$ cat config.mk
export PLATFORM = sky130hd
export DESIGN_NAME = ifd_decoder
export DESIGN_NICKNAME = d
export VERILOG_FILES = /design/src/pkg/ifd_pkg.sv /design/src/pkg/ifd_stall_if.sv /design/src/verilog/ifd_cycle_count.sv /design/src/verilog/ifd_decoder.sv
export VERILOG_INCLUDE_DIRS = /design/src /design/src/pkg
export SDC_FILE = /design/constraint.sdc
export NUM_CORES = 1
export LEC_CHECK = 0
export ABC_AREA = 1
export BUFFER_PORTS_ARGS = -buffer_cell sky130_fd_sc_hd__buf_2
export CAP_MARGIN = 20
export CORE_ASPECT_RATIO = 1.5
export CORE_UTILIZATION = 40
export CTS_CLUSTER_DIAMETER = 200
export CTS_CLUSTER_SIZE = 25
export DETAILED_ROUTE_END_ITERATION = 12
export PLACE_DENSITY = 0.62
export SLEW_MARGIN = 25
export SYNTH_ARGS = -nofsm -noshare
export SYNTH_HDL_FRONTEND = slang
export SYNTH_SLANG_ARGS = --single-unit
$ cat constraint.sdc
create_clock -name clk -period 4.4 [get_ports clk]
set_input_delay 0.44 -clock clk [delete_from_list [all_inputs] [get_ports clk]]
set_output_delay 0.44 -clock clk [all_outputs]
set_load 0.005 [all_outputs]
$ cat src/pkg/ifd_defs.svh
// opcode map, operand field positions and cycle counts of the instruction decoder
`ifndef IFD_DEFS_SVH
`define IFD_DEFS_SVH

// opcode field of every program word
`define IFD_OPC_HI 23
`define IFD_OPC_LO 16
`define IFD_ZERO_OPC 8'h00

// double-word opcodes: absolute call, absolute jump, double-word move
`define IFD_OP_CALL_ABS 8'h02
`define IFD_OP_GOTO_ABS 8'h04
`define IFD_OP_MOV_DBL 8'hbe

// single-word control opcodes
`define IFD_OP_CALL_IND 8'h01
`define IFD_OP_GOTO_IND 8'h05
`define IFD_OP_RETURN 8'h06
`define IFD_OP_RET_INT 8'h07
`define IFD_OP_BRA_LO 8'h30
`define IFD_OP_BRA_HI 8'h36
`define IFD_OP_BRA_ALW 8'h37
`define IFD_OP_TBL_LO 8'hba
`define IFD_OP_TBL_HI 8'hbb

// operation group ranges
`define IFD_OP_MOVF_LO 8'h18
`define IFD_OP_MOVF_HI 8'h1f
`define IFD_OP_MOVW_LO 8'h20
`define IFD_OP_MOVW_HI 8'h2f
`define IFD_OP_DEFAULT_WORKING_REGISTER_LO 8'h40
`define IFD_OP_DEFAULT_WORKING_REGISTER_HI 8'h5f
`define IFD_OP_LALU_LO 8'h60
`define IFD_OP_LALU_HI 8'h7f
`define IFD_OP_BIT_LO 8'ha0
`define IFD_OP_BIT_HI 8'ha7
`define IFD_OP_BSKP_LO 8'ha8
`define IFD_OP_BSKP_HI 8'haf
`define IFD_OP_FILE_LO 8'hb0
`define IFD_OP_FILE_HI 8'hb7

// opcode flag bits
`define IFD_OPB_BYTE 0
`define IFD_OPB_DST 1
`define IFD_OPB_FILE 2
`define IFD_OPB_BASE 3

// operand field positions in the low 16 bits
`define IFD_F_BASE_HI 15
`define IFD_F_BASE_LO 12
`define IFD_F_DST_HI 11
`define IFD_F_DST_LO 8
`define IFD_F_DMD_HI 7
`define IFD_F_DMD_LO 6
`define IFD_F_SRC_HI 5
`define IFD_F_SRC_LO 2
`define IFD_F_SMD_HI 1
`define IFD_F_SMD_LO 0
`define IFD_F_FILE_HI 12
`define IFD_F_FILE_LO 0
`define IFD_F_FWREG 13
`define IFD_F_LIT5_HI 10
`define IFD_F_LIT5_LO 6
`define IFD_F_TBL_HI 15
`define IFD_F_TBL_LO 14
`define IFD_F_AHI_HI 6
`define IFD_F_AHI_LO 0

// instruction cycle counts
`define IFD_CYC_ONE 2'h1
`define IFD_CYC_TWO 2'h2
`define IFD_CYC_BRANCH 2'h2
`define IFD_CYC_IND 2'h2
`define IFD_CYC_TABLE 2'h2
`define IFD_CYC_RETURN 2'h3

`endif

$ cat src/pkg/ifd_pkg.sv
// types shared by the instruction decoder modules
`default_nettype none
package ifd_pkg;
  typedef enum logic [3:0] {
    IFD_CL_NOP, IFD_CL_DEFAULT_WORKING_REGISTER, IFD_CL_FILE, IFD_CL_BIT, IFD_CL_BIT_SKIP,
    IFD_CL_LIT_ALU, IFD_CL_LIT_MOV, IFD_CL_BRANCH_COND, IFD_CL_BRANCH_ALWAYS,
    IFD_CL_CALL_JUMP_IND, IFD_CL_CALL_JUMP_ABS, IFD_CL_MOV_DBL, IFD_CL_TABLE,
    IFD_CL_RETURN, IFD_CL_OTHER
  } ifd_class_e;

  typedef enum {IFD_ST_FIRST, IFD_ST_SECOND, IFD_ST_SKIP, IFD_ST_SKIP_SECOND} ifd_state_e;

  typedef struct packed {
    logic valid;
    logic annul;
    logic fault;
    ifd_class_e cls;
    logic [7:0] opcode;
    logic byte_mode;
    logic [3:0] base;
    logic [3:0] src;
    logic [1:0] src_mode;
    logic [3:0] dst;
    logic [1:0] dst_mode;
    logic [12:0] file_addr;
    logic dflt_default_working_register;
    logic file_target;
    logic [3:0] bit_num;
    logic bit_from_base;
    logic [15:0] literal;
    logic [22:0] prog_addr;
    logic [1:0] table_mode;
    logic [1:0] cycles;
  } ifd_dec_s;
endpackage : ifd_pkg
`default_nettype wire

$ cat src/pkg/ifd_stall_if.sv
// stall handshake between the decoder and its extra-cycle counter
`default_nettype none
interface ifd_stall_if;
  logic load;
  logic [1:0] extra;
  logic busy;
  modport dec (output load, output extra, input busy);
  modport cnt (input load, input extra, output busy);
endinterface : ifd_stall_if
`default_nettype wire

$ cat src/verilog/ifd_cycle_count.sv
// down counter that holds fetch off while the extra no-operation cycles run
`default_nettype none
module ifd_cycle_count (
  // clock and reset
  input wire logic clk,
  input wire logic reset,
  // stall handshake
  ifd_stall_if.cnt stall
);
  import ifd_pkg::*;

  logic [1:0] rem_ff;
  logic [1:0] nxt_rem;

  ////////////////////////////////////////////////////////////////////////////
  // a load only arrives while idle, so it never stacks onto a running count
  always_comb begin
    nxt_rem = rem_ff;
    if (stall.load) begin
      nxt_rem = stall.extra;
    end else if (rem_ff != 2'h0) begin
      nxt_rem = rem_ff - 2'h1;
    end
  end

  always_ff @(posedge clk or posedge reset) begin
    if (reset) begin
      rem_ff <= 2'h0;
    end else begin
      rem_ff <= nxt_rem;
    end
  end

  assign stall.busy = (rem_ff != 2'h0); // nop cycles of the current instruction
endmodule : ifd_cycle_count
`default_nettype wire

$ cat src/verilog/ifd_decoder.sv
// program word decoder with operand extraction and instruction cycle timing
`default_nettype none
`include "ifd_defs.svh"
module ifd_decoder (
  // clock and reset
  input wire logic clk,
  input wire logic reset,
  // fetch stage
  input wire logic fetch_valid,
  input wire logic [23:0] fetch_word,
  output logic fetch_ready,
  // condition result from the datapath for the word being fetched
  input wire logic cond_true,
  // decoded instruction
  output logic dec_valid,
  output logic dec_annul,
  output logic dec_fault,
  output ifd_pkg::ifd_class_e dec_class,
  output logic [7:0] dec_opcode,
  output logic byte_mode,
  output logic [3:0] base_source_register,
  output logic [3:0] second_source_register,
  output logic [1:0] second_source_mode,
  output logic [3:0] destination_register,
  output logic [1:0] destination_mode,
  output logic [12:0] file_addr,
  output logic default_working_register,
  output logic file_target,
  output logic [3:0] bit_num,
  output logic bit_from_base,
  output logic [15:0] literal,
  output logic [22:0] prog_addr,
  output logic [1:0] table_mode,
  output logic [1:0] instr_cycles
);
  import ifd_pkg::*;

  ////////////////////////////////////////////////////////////////////////////
  // helpers

  function automatic logic in_rng(input logic [7:0] op, input logic [7:0] lo,
                                  input logic [7:0] hi);
    in_rng = (op >= lo) && (op <= hi);
  endfunction : in_rng

  function automatic logic is_double(input logic [7:0] op);
    is_double = (op == `IFD_OP_CALL_ABS) || (op == `IFD_OP_GOTO_ABS) ||
                (op == `IFD_OP_MOV_DBL);
  endfunction : is_double

  // opcode groups; the all-zero opcode, and so any lone second word, is a nop
  function automatic ifd_class_e classify(input logic [7:0] op);
    ifd_class_e c;
    c = IFD_CL_OTHER;
    if (op == `IFD_ZERO_OPC) c = IFD_CL_NOP;
    else if (op == `IFD_OP_CALL_ABS || op == `IFD_OP_GOTO_ABS) c = IFD_CL_CALL_JUMP_ABS;
    else if (op == `IFD_OP_MOV_DBL) c = IFD_CL_MOV_DBL;
    else if (op == `IFD_OP_CALL_IND || op == `IFD_OP_GOTO_IND) c = IFD_CL_CALL_JUMP_IND;
    else if (op == `IFD_OP_RETURN || op == `IFD_OP_RET_INT) c = IFD_CL_RETURN;
    else if (op == `IFD_OP_BRA_ALW) c = IFD_CL_BRANCH_ALWAYS;
    else if (in_rng(op, `IFD_OP_BRA_LO, `IFD_OP_BRA_HI)) c = IFD_CL_BRANCH_COND;
    else if (in_rng(op, `IFD_OP_TBL_LO, `IFD_OP_TBL_HI)) c = IFD_CL_TABLE;
    else if (in_rng(op, `IFD_OP_MOVF_LO, `IFD_OP_MOVW_HI)) c = IFD_CL_LIT_MOV;
    else if (in_rng(op, `IFD_OP_DEFAULT_WORKING_REGISTER_LO, `IFD_OP_DEFAULT_WORKING_REGISTER_HI)) c = IFD_CL_DEFAULT_WORKING_REGISTER;
    else if (in_rng(op, `IFD_OP_LALU_LO, `IFD_OP_LALU_HI)) c = IFD_CL_LIT_ALU;
    else if (in_rng(op, `IFD_OP_BIT_LO, `IFD_OP_BIT_HI)) c = IFD_CL_BIT;
    else if (in_rng(op, `IFD_OP_BSKP_LO, `IFD_OP_BSKP_HI)) c = IFD_CL_BIT_SKIP;
    else if (in_rng(op, `IFD_OP_FILE_LO, `IFD_OP_FILE_HI)) c = IFD_CL_FILE;
    classify = c;
  endfunction : classify

  // cycles of a single-word instruction
  function automatic logic [1:0] cycles_of(input ifd_class_e c, input logic cond);
    logic [1:0] n;
    n = `IFD_CYC_ONE;
    case (c)
      IFD_CL_BRANCH_ALWAYS: n = `IFD_CYC_BRANCH;
      IFD_CL_CALL_JUMP_IND: n = `IFD_CYC_IND;
      IFD_CL_TABLE: n = `IFD_CYC_TABLE;
      IFD_CL_RETURN: n = `IFD_CYC_RETURN;
      IFD_CL_BRANCH_COND: n = cond ? `IFD_CYC_TWO : `IFD_CYC_ONE;
      default: n = `IFD_CYC_ONE;
    endcase
    cycles_of = n;
  endfunction : cycles_of

  // operand fields of one word; unused fields stay zero
  function automatic ifd_dec_s decode(input logic [23:0] w, input ifd_class_e c);
    ifd_dec_s d;
    logic [7:0] op;
    d = '0;
    op = w[`IFD_OPC_HI:`IFD_OPC_LO];
    d.valid = 1'b1;
    d.cls = c;
    d.opcode = op;
    case (c)
      IFD_CL_DEFAULT_WORKING_REGISTER, IFD_CL_TABLE: begin
        d.byte_mode = op[`IFD_OPB_BYTE];
        d.base = w[`IFD_F_BASE_HI:`IFD_F_BASE_LO];
        d.src = w[`IFD_F_SRC_HI:`IFD_F_SRC_LO];
        d.src_mode = w[`IFD_F_SMD_HI:`IFD_F_SMD_LO];
        d.dst = w[`IFD_F_DST_HI:`IFD_F_DST_LO];
        d.dst_mode = w[`IFD_F_DMD_HI:`IFD_F_DMD_LO];
        if (c == IFD_CL_TABLE) d.table_mode = w[`IFD_F_TBL_HI:`IFD_F_TBL_LO];
      end
      IFD_CL_FILE: begin
        d.byte_mode = op[`IFD_OPB_BYTE];
        d.file_addr = w[`IFD_F_FILE_HI:`IFD_F_FILE_LO];
        d.dflt_default_working_register = w[`IFD_F_FWREG];
        d.file_target = ~w[`IFD_F_FWREG];
      end
      IFD_CL_BIT, IFD_CL_BIT_SKIP: begin
        d.file_target = op[`IFD_OPB_FILE];
        d.bit_from_base = op[`IFD_OPB_BASE];
        d.bit_num = w[`IFD_F_BASE_HI:`IFD_F_BASE_LO];
        d.base = w[`IFD_F_BASE_HI:`IFD_F_BASE_LO];
        d.file_addr = {1'b0, w[11:0]};
        d.src = w[`IFD_F_SRC_HI:`IFD_F_SRC_LO];
        d.src_mode = w[`IFD_F_SMD_HI:`IFD_F_SMD_LO];
      end
      IFD_CL_LIT_ALU: begin
        d.byte_mode = op[`IFD_OPB_BYTE];
        d.base = w[`IFD_F_BASE_HI:`IFD_F_BASE_LO];
        d.literal = {11'h000, w[`IFD_F_LIT5_HI:`IFD_F_LIT5_LO]};
        if (op[`IFD_OPB_DST]) begin
          d.dst = w[3:0];
          d.dst_mode = w[5:4];
        end else begin
          d.dst = d.base;
        end
      end
      IFD_CL_LIT_MOV: begin
        d.file_target = (op <= `IFD_OP_MOVF_HI);
        if (d.file_target) begin
          d.literal = {8'h00, w[15:8]};
          d.file_addr = {5'h00, w[7:0]};
        end else begin
          d.literal = w[15:0];
          d.base = op[3:0];
        end
      end
      IFD_CL_BRANCH_COND, IFD_CL_BRANCH_ALWAYS: d.literal = w[15:0];
      IFD_CL_CALL_JUMP_IND: d.src = w[`IFD_F_SRC_HI:`IFD_F_SRC_LO];
      IFD_CL_CALL_JUMP_ABS: d.prog_addr = {7'h00, w[15:0]};
      IFD_CL_MOV_DBL: d.literal = w[15:0];
      default: d.valid = 1'b1;
    endcase
    decode = d;
  endfunction : decode

  ////////////////////////////////////////////////////////////////////////////
  // decode sequence

  ifd_stall_if stall ();
  ifd_state_e state_ff, nxt_state;
  ifd_dec_s dec_ff, nxt_dec;
  logic [23:0] first_ff, nxt_first;
  logic [7:0] opc;
  logic accept;
  ifd_class_e cls;

  assign opc = fetch_word[`IFD_OPC_HI:`IFD_OPC_LO];
  assign cls = classify(opc);
  assign fetch_ready = ~stall.busy;
  assign accept = fetch_valid && fetch_ready;

  // a skipped word still costs its fetch cycle, shown as an annulled nop
  always_comb begin
    nxt_state = state_ff;
    nxt_first = first_ff;
    nxt_dec = dec_ff;
    nxt_dec.valid = 1'b0;
    stall.load = 1'b0;
    stall.extra = 2'h0;
    case (state_ff)
      IFD_ST_FIRST: begin
        if (accept && is_double(opc)) begin
          nxt_first = fetch_word;
          nxt_state = IFD_ST_SECOND;
        end else if (accept) begin
          nxt_dec = decode(fetch_word, cls);
          nxt_dec.cycles = cycles_of(cls, cond_true);
          stall.load = 1'b1;
          stall.extra = nxt_dec.cycles - 2'h1;
          if (cls == IFD_CL_BIT_SKIP && cond_true) nxt_state = IFD_ST_SKIP;
        end
      end
      IFD_ST_SECOND: begin
        if (accept) begin
          nxt_dec = decode(first_ff, classify(first_ff[`IFD_OPC_HI:`IFD_OPC_LO]));
          nxt_dec.fault = (opc != `IFD_ZERO_OPC);
          nxt_dec.cycles = `IFD_CYC_TWO;
          if (nxt_dec.cls == IFD_CL_CALL_JUMP_ABS) begin
            nxt_dec.prog_addr = {fetch_word[`IFD_F_AHI_HI:`IFD_F_AHI_LO], first_ff[15:0]};
          end else begin
            nxt_dec.base = fetch_word[3:0];
          end
          nxt_state = IFD_ST_FIRST;
        end
      end
      IFD_ST_SKIP: begin
        if (accept) begin
          nxt_dec = '0;
          nxt_dec.valid = 1'b1;
          nxt_dec.annul = 1'b1;
          nxt_dec.cls = IFD_CL_NOP;
          nxt_dec.cycles = `IFD_CYC_ONE;
          nxt_state = is_double(opc) ? IFD_ST_SKIP_SECOND : IFD_ST_FIRST;
        end
      end
      IFD_ST_SKIP_SECOND: begin
        if (accept) begin
          nxt_dec = '0;
          nxt_dec.valid = 1'b1;
          nxt_dec.annul = 1'b1;
          nxt_dec.cls = IFD_CL_NOP;
          nxt_dec.cycles = `IFD_CYC_ONE;
          nxt_state = IFD_ST_FIRST;
        end
      end
      default: nxt_state = IFD_ST_FIRST;
    endcase
  end

  always_ff @(posedge clk or posedge reset) begin
    if (reset) begin
      state_ff <= IFD_ST_FIRST;
      first_ff <= 24'h000000;
      dec_ff <= '0;
    end else begin
      state_ff <= nxt_state;
      first_ff <= nxt_first;
      dec_ff <= nxt_dec;
    end
  end

  ifd_cycle_count u_cnt (
    .clk(clk),
    .reset(reset),
    .stall(stall.cnt)
  );

  ////////////////////////////////////////////////////////////////////////////
  // outputs, all from the decode register

  assign dec_valid = dec_ff.valid;
  assign dec_annul = dec_ff.annul;
  assign dec_fault = dec_ff.fault;
  assign dec_class = dec_ff.cls;
  assign dec_opcode = dec_ff.opcode;
  assign byte_mode = dec_ff.byte_mode;
  assign base_source_register = dec_ff.base;
  assign second_source_register = dec_ff.src;
  assign second_source_mode = dec_ff.src_mode;
  assign destination_register = dec_ff.dst;
  assign destination_mode = dec_ff.dst_mode;
  assign file_addr = dec_ff.file_addr;
  assign default_working_register = dec_ff.dflt_default_working_register;
  assign file_target = dec_ff.file_target;
  assign bit_num = dec_ff.bit_num;
  assign bit_from_base = dec_ff.bit_from_base;
  assign literal = dec_ff.literal;
  assign prog_addr = dec_ff.prog_addr;
  assign table_mode = dec_ff.table_mode;
  assign instr_cycles = dec_ff.cycles;
endmodule : ifd_decoder
`default_nettype wire

==> qor.csv <==
metric,value,unit
outcome,finished clean,
clkPwrFrac,33.8,%
cts_buffer_depth,2,
syn-num-nets,943,
crit_chain,inv_1 > ha_1 > nand2_1 > nor2_2 > inv_1 > nand3_4 > inv_2 > buf_12 > nand2_1 > o31ai_1,
period_share,67.9,%
synth-edff-count,0,
grt_pass1_wl,38100,microns
switching_share,35.0,%
hold_buffers,0,
fp-row-count,57,
p_leak,4.36,nW
critical_path_class,reg -> reg,
io_buffers,123,
clk_pin_slew,0.06,ns
cts.repair.resized,0,
grt_max_degree,62,
setup_viol,0,
start_kind,register,
drv_cap,0,
layout_commonest_cell,nand2_1,
final_antenna_net_count,0,
syn_inst,914,
fin_nets,1059,
grt_remaining_overflow,0,
num_vias,6913,
synth_warnings,0,
postCtsSetupBuffers,0,
yosysTopAreaCell,dfrtp_1,
hold_path_class,in -> async,
avgSynthCellArea,7.36,sq um
power.density,518,nW/um^2
synth_ff_type,dfrtp_1,
grt_pass1_vias,6787,
instances_no_fill,1248,
worst-path-max-fanout,61,
seq_area,3080,sq um
vdd_drop_max,0.215,mV
multi_input_area,3050,sq um
hpwl,17900,microns
avgViaCountPerCell,5.54,
die_area,17300,sq um
cp.arrival,3.29,ns
tns,0,ns
cts-root-buf,clkbuf_16,
clk_latency,0.43,ns
drt-initial-drc-count,593,
syn-cell-area,6730,sq um
rsz0062_at_grt,false,
die_w,108,microns
htree_levels,4,
combPwrFrac,27.8,%
critPathSlowestCell,inv_1,
clock_skew,0.0112,ns
max_freq,0.335,GHz
synthArstFlopShare,100,%
antenna-diode-count,0,
io_pins,124,
critical-path-max-stage-delay,0.69,ns
grt_use_total,29.6,%
drt-total-wl,24600,microns
wire_per_inst,19.7,microns
holdWs,0.107,ns
globalplace.congestion,0.918,
area_growth,19.9,%
tightest_slew,0.967,ns
hold_viol_final,0,
dp.cells,1217,
internal-power,0.00271,W
cts_made_buffers,17,
end_kind,register,
start_util,41.2,%
synth-seq-cells,123,
seqPwrFrac,38.4,%
cts.sinks,123,
cts_tree,yes,
drv_slew,0,
layout-drive-gt1-share,18.6,%
synth_top_area_share,45.8,%
cp_data_required_time,4.70,ns
antenna_found_initial,0,
core-area,16300,sq um
yosysSeqAreaShare,45.8,%
remaining_drc_errors,0,
yosys-top-cells-area,"dfrtp_1 (46%), nand2_1 (17%), nand3_1 (8.1%)",
fillCellCount,1710,
slew_headroom,35.5,%
die_y,161,microns
p_switching,0.00146,W
mostFrequentLayoutCells,"nand2_1 (299), dfrtp_1 (123), buf_2 (123)",
ys_types,37,
utilization,49.4,%
dr.pass1.iters,5,
p_total,0.00417,W
post-route-min-period,2.99,ns
==> synth_stat cells (all sizes together), types with 2 or more instances <==
cell type  number
a21oi          12
a22oi           4
a32oi           2
buf            19
clkbuf         15
dfrtp         123
inv           106
nand2         306
nand3         115
nand3b          2
nand4          26
nor2           67
nor3            6
o2111ai         3
o211ai         14
o21ai          66
o22ai           8
o31ai           7
or2             7
==> kinds of logic (layout without fill, tap and decap cells) <==
family                   after synthesis  count (layout)  synth area share (%)
adder cells (fa/ha/maj)                1               1                 0.186
XOR/XNOR                               1               1                 0.130
flip-flops                           123             123                  45.8
AO/OA/AOI/OAI                        118             118                  10.2
AND/OR/NAND/NOR                      530             530                  34.8
buffers and inverters                141             269                  8.95
==> registers in the layout, indices dropped and copies added, names as in the netlist, 8 cells and up <==
name        flops
literal        16
dec_opcode      8
first_ff       24
prog_addr      23
file_addr      13
==> layer usage <==
layer	track usage (%)	vias to the layer above	share of wire, %
li1	-	3217	-
met1	36.1	3271	38
met2	48.8	340	49
met3	3.65	85	6.4
met4	18.7	0	6.1
met5	0	-	0
==> final timing paths <==
kind                       cells past startpoint                 endpoint  slack, ns             from
max in group asynchronous                      3  base_source_register[1]       3.30            reset
max reg2reg                                   10             prog_addr[7]       1.41  u_cnt.rem_ff[0]
min in group clk                               3             file_addr[9]       0.34    fetch_word[9]
min                                            2             prog_addr[5]       0.11            reset
min reg2reg                                    2             prog_addr[3]       0.48     prog_addr[3]
max                                           10             prog_addr[7]       1.41  u_cnt.rem_ff[0]
==> power by group through the flow <==
| stage | registers (W) | logic (W) | clock network [W] |
|---|---|---|---|
| finish | 0.00160 | 0.00116 | 0.00141 |
| global route | 0.00163 | 0.00130 | 0.00146 |
| detailed placement | 0.00161 | 0.00116 | 0 |
| global placement | 0.00162 | 0.00114 | 0 |
| floorplan | 0.00158 | 0.000716 | 0 |
| CTS | 0.00160 | 0.00117 | 0.00141 |
==> worst max-delay path, delay by kind of cell, from the launching register on <==
kind	cells	cell delay (ns)
compound gates	1	0.08
fa+ha+maj	1	0.24
buf+inv	4	1.52
flops	1	0.36
simple gates	4	0.61
==> final cells by class <==
cell class / count / area share [%]
Inverter: 107 / 5.01
Clock inverter: 10 / 1.44
Multi-Input combinational cell: 650 / 37.8
Timing Repair Buffer: 131 / 8.54
Sequential cell: 123 / 38.2
Tap cell: 206 / 3.20
Clock buffer: 21 / 5.84
==> through the flow <==
stage / worst slack, ns / instance area, sq um
2_1_floorplan: 0.689 / 6730
3_3_place_gp: 1.48 / 7470
3_5_place_dp: 1.41 / 7470
4_1_cts: 1.39 / 8060
5_1_grt: 1.13 / 8060
6_report: 1.41 / 8060
No activity file was read; power rests on OpenSTA's default activity.
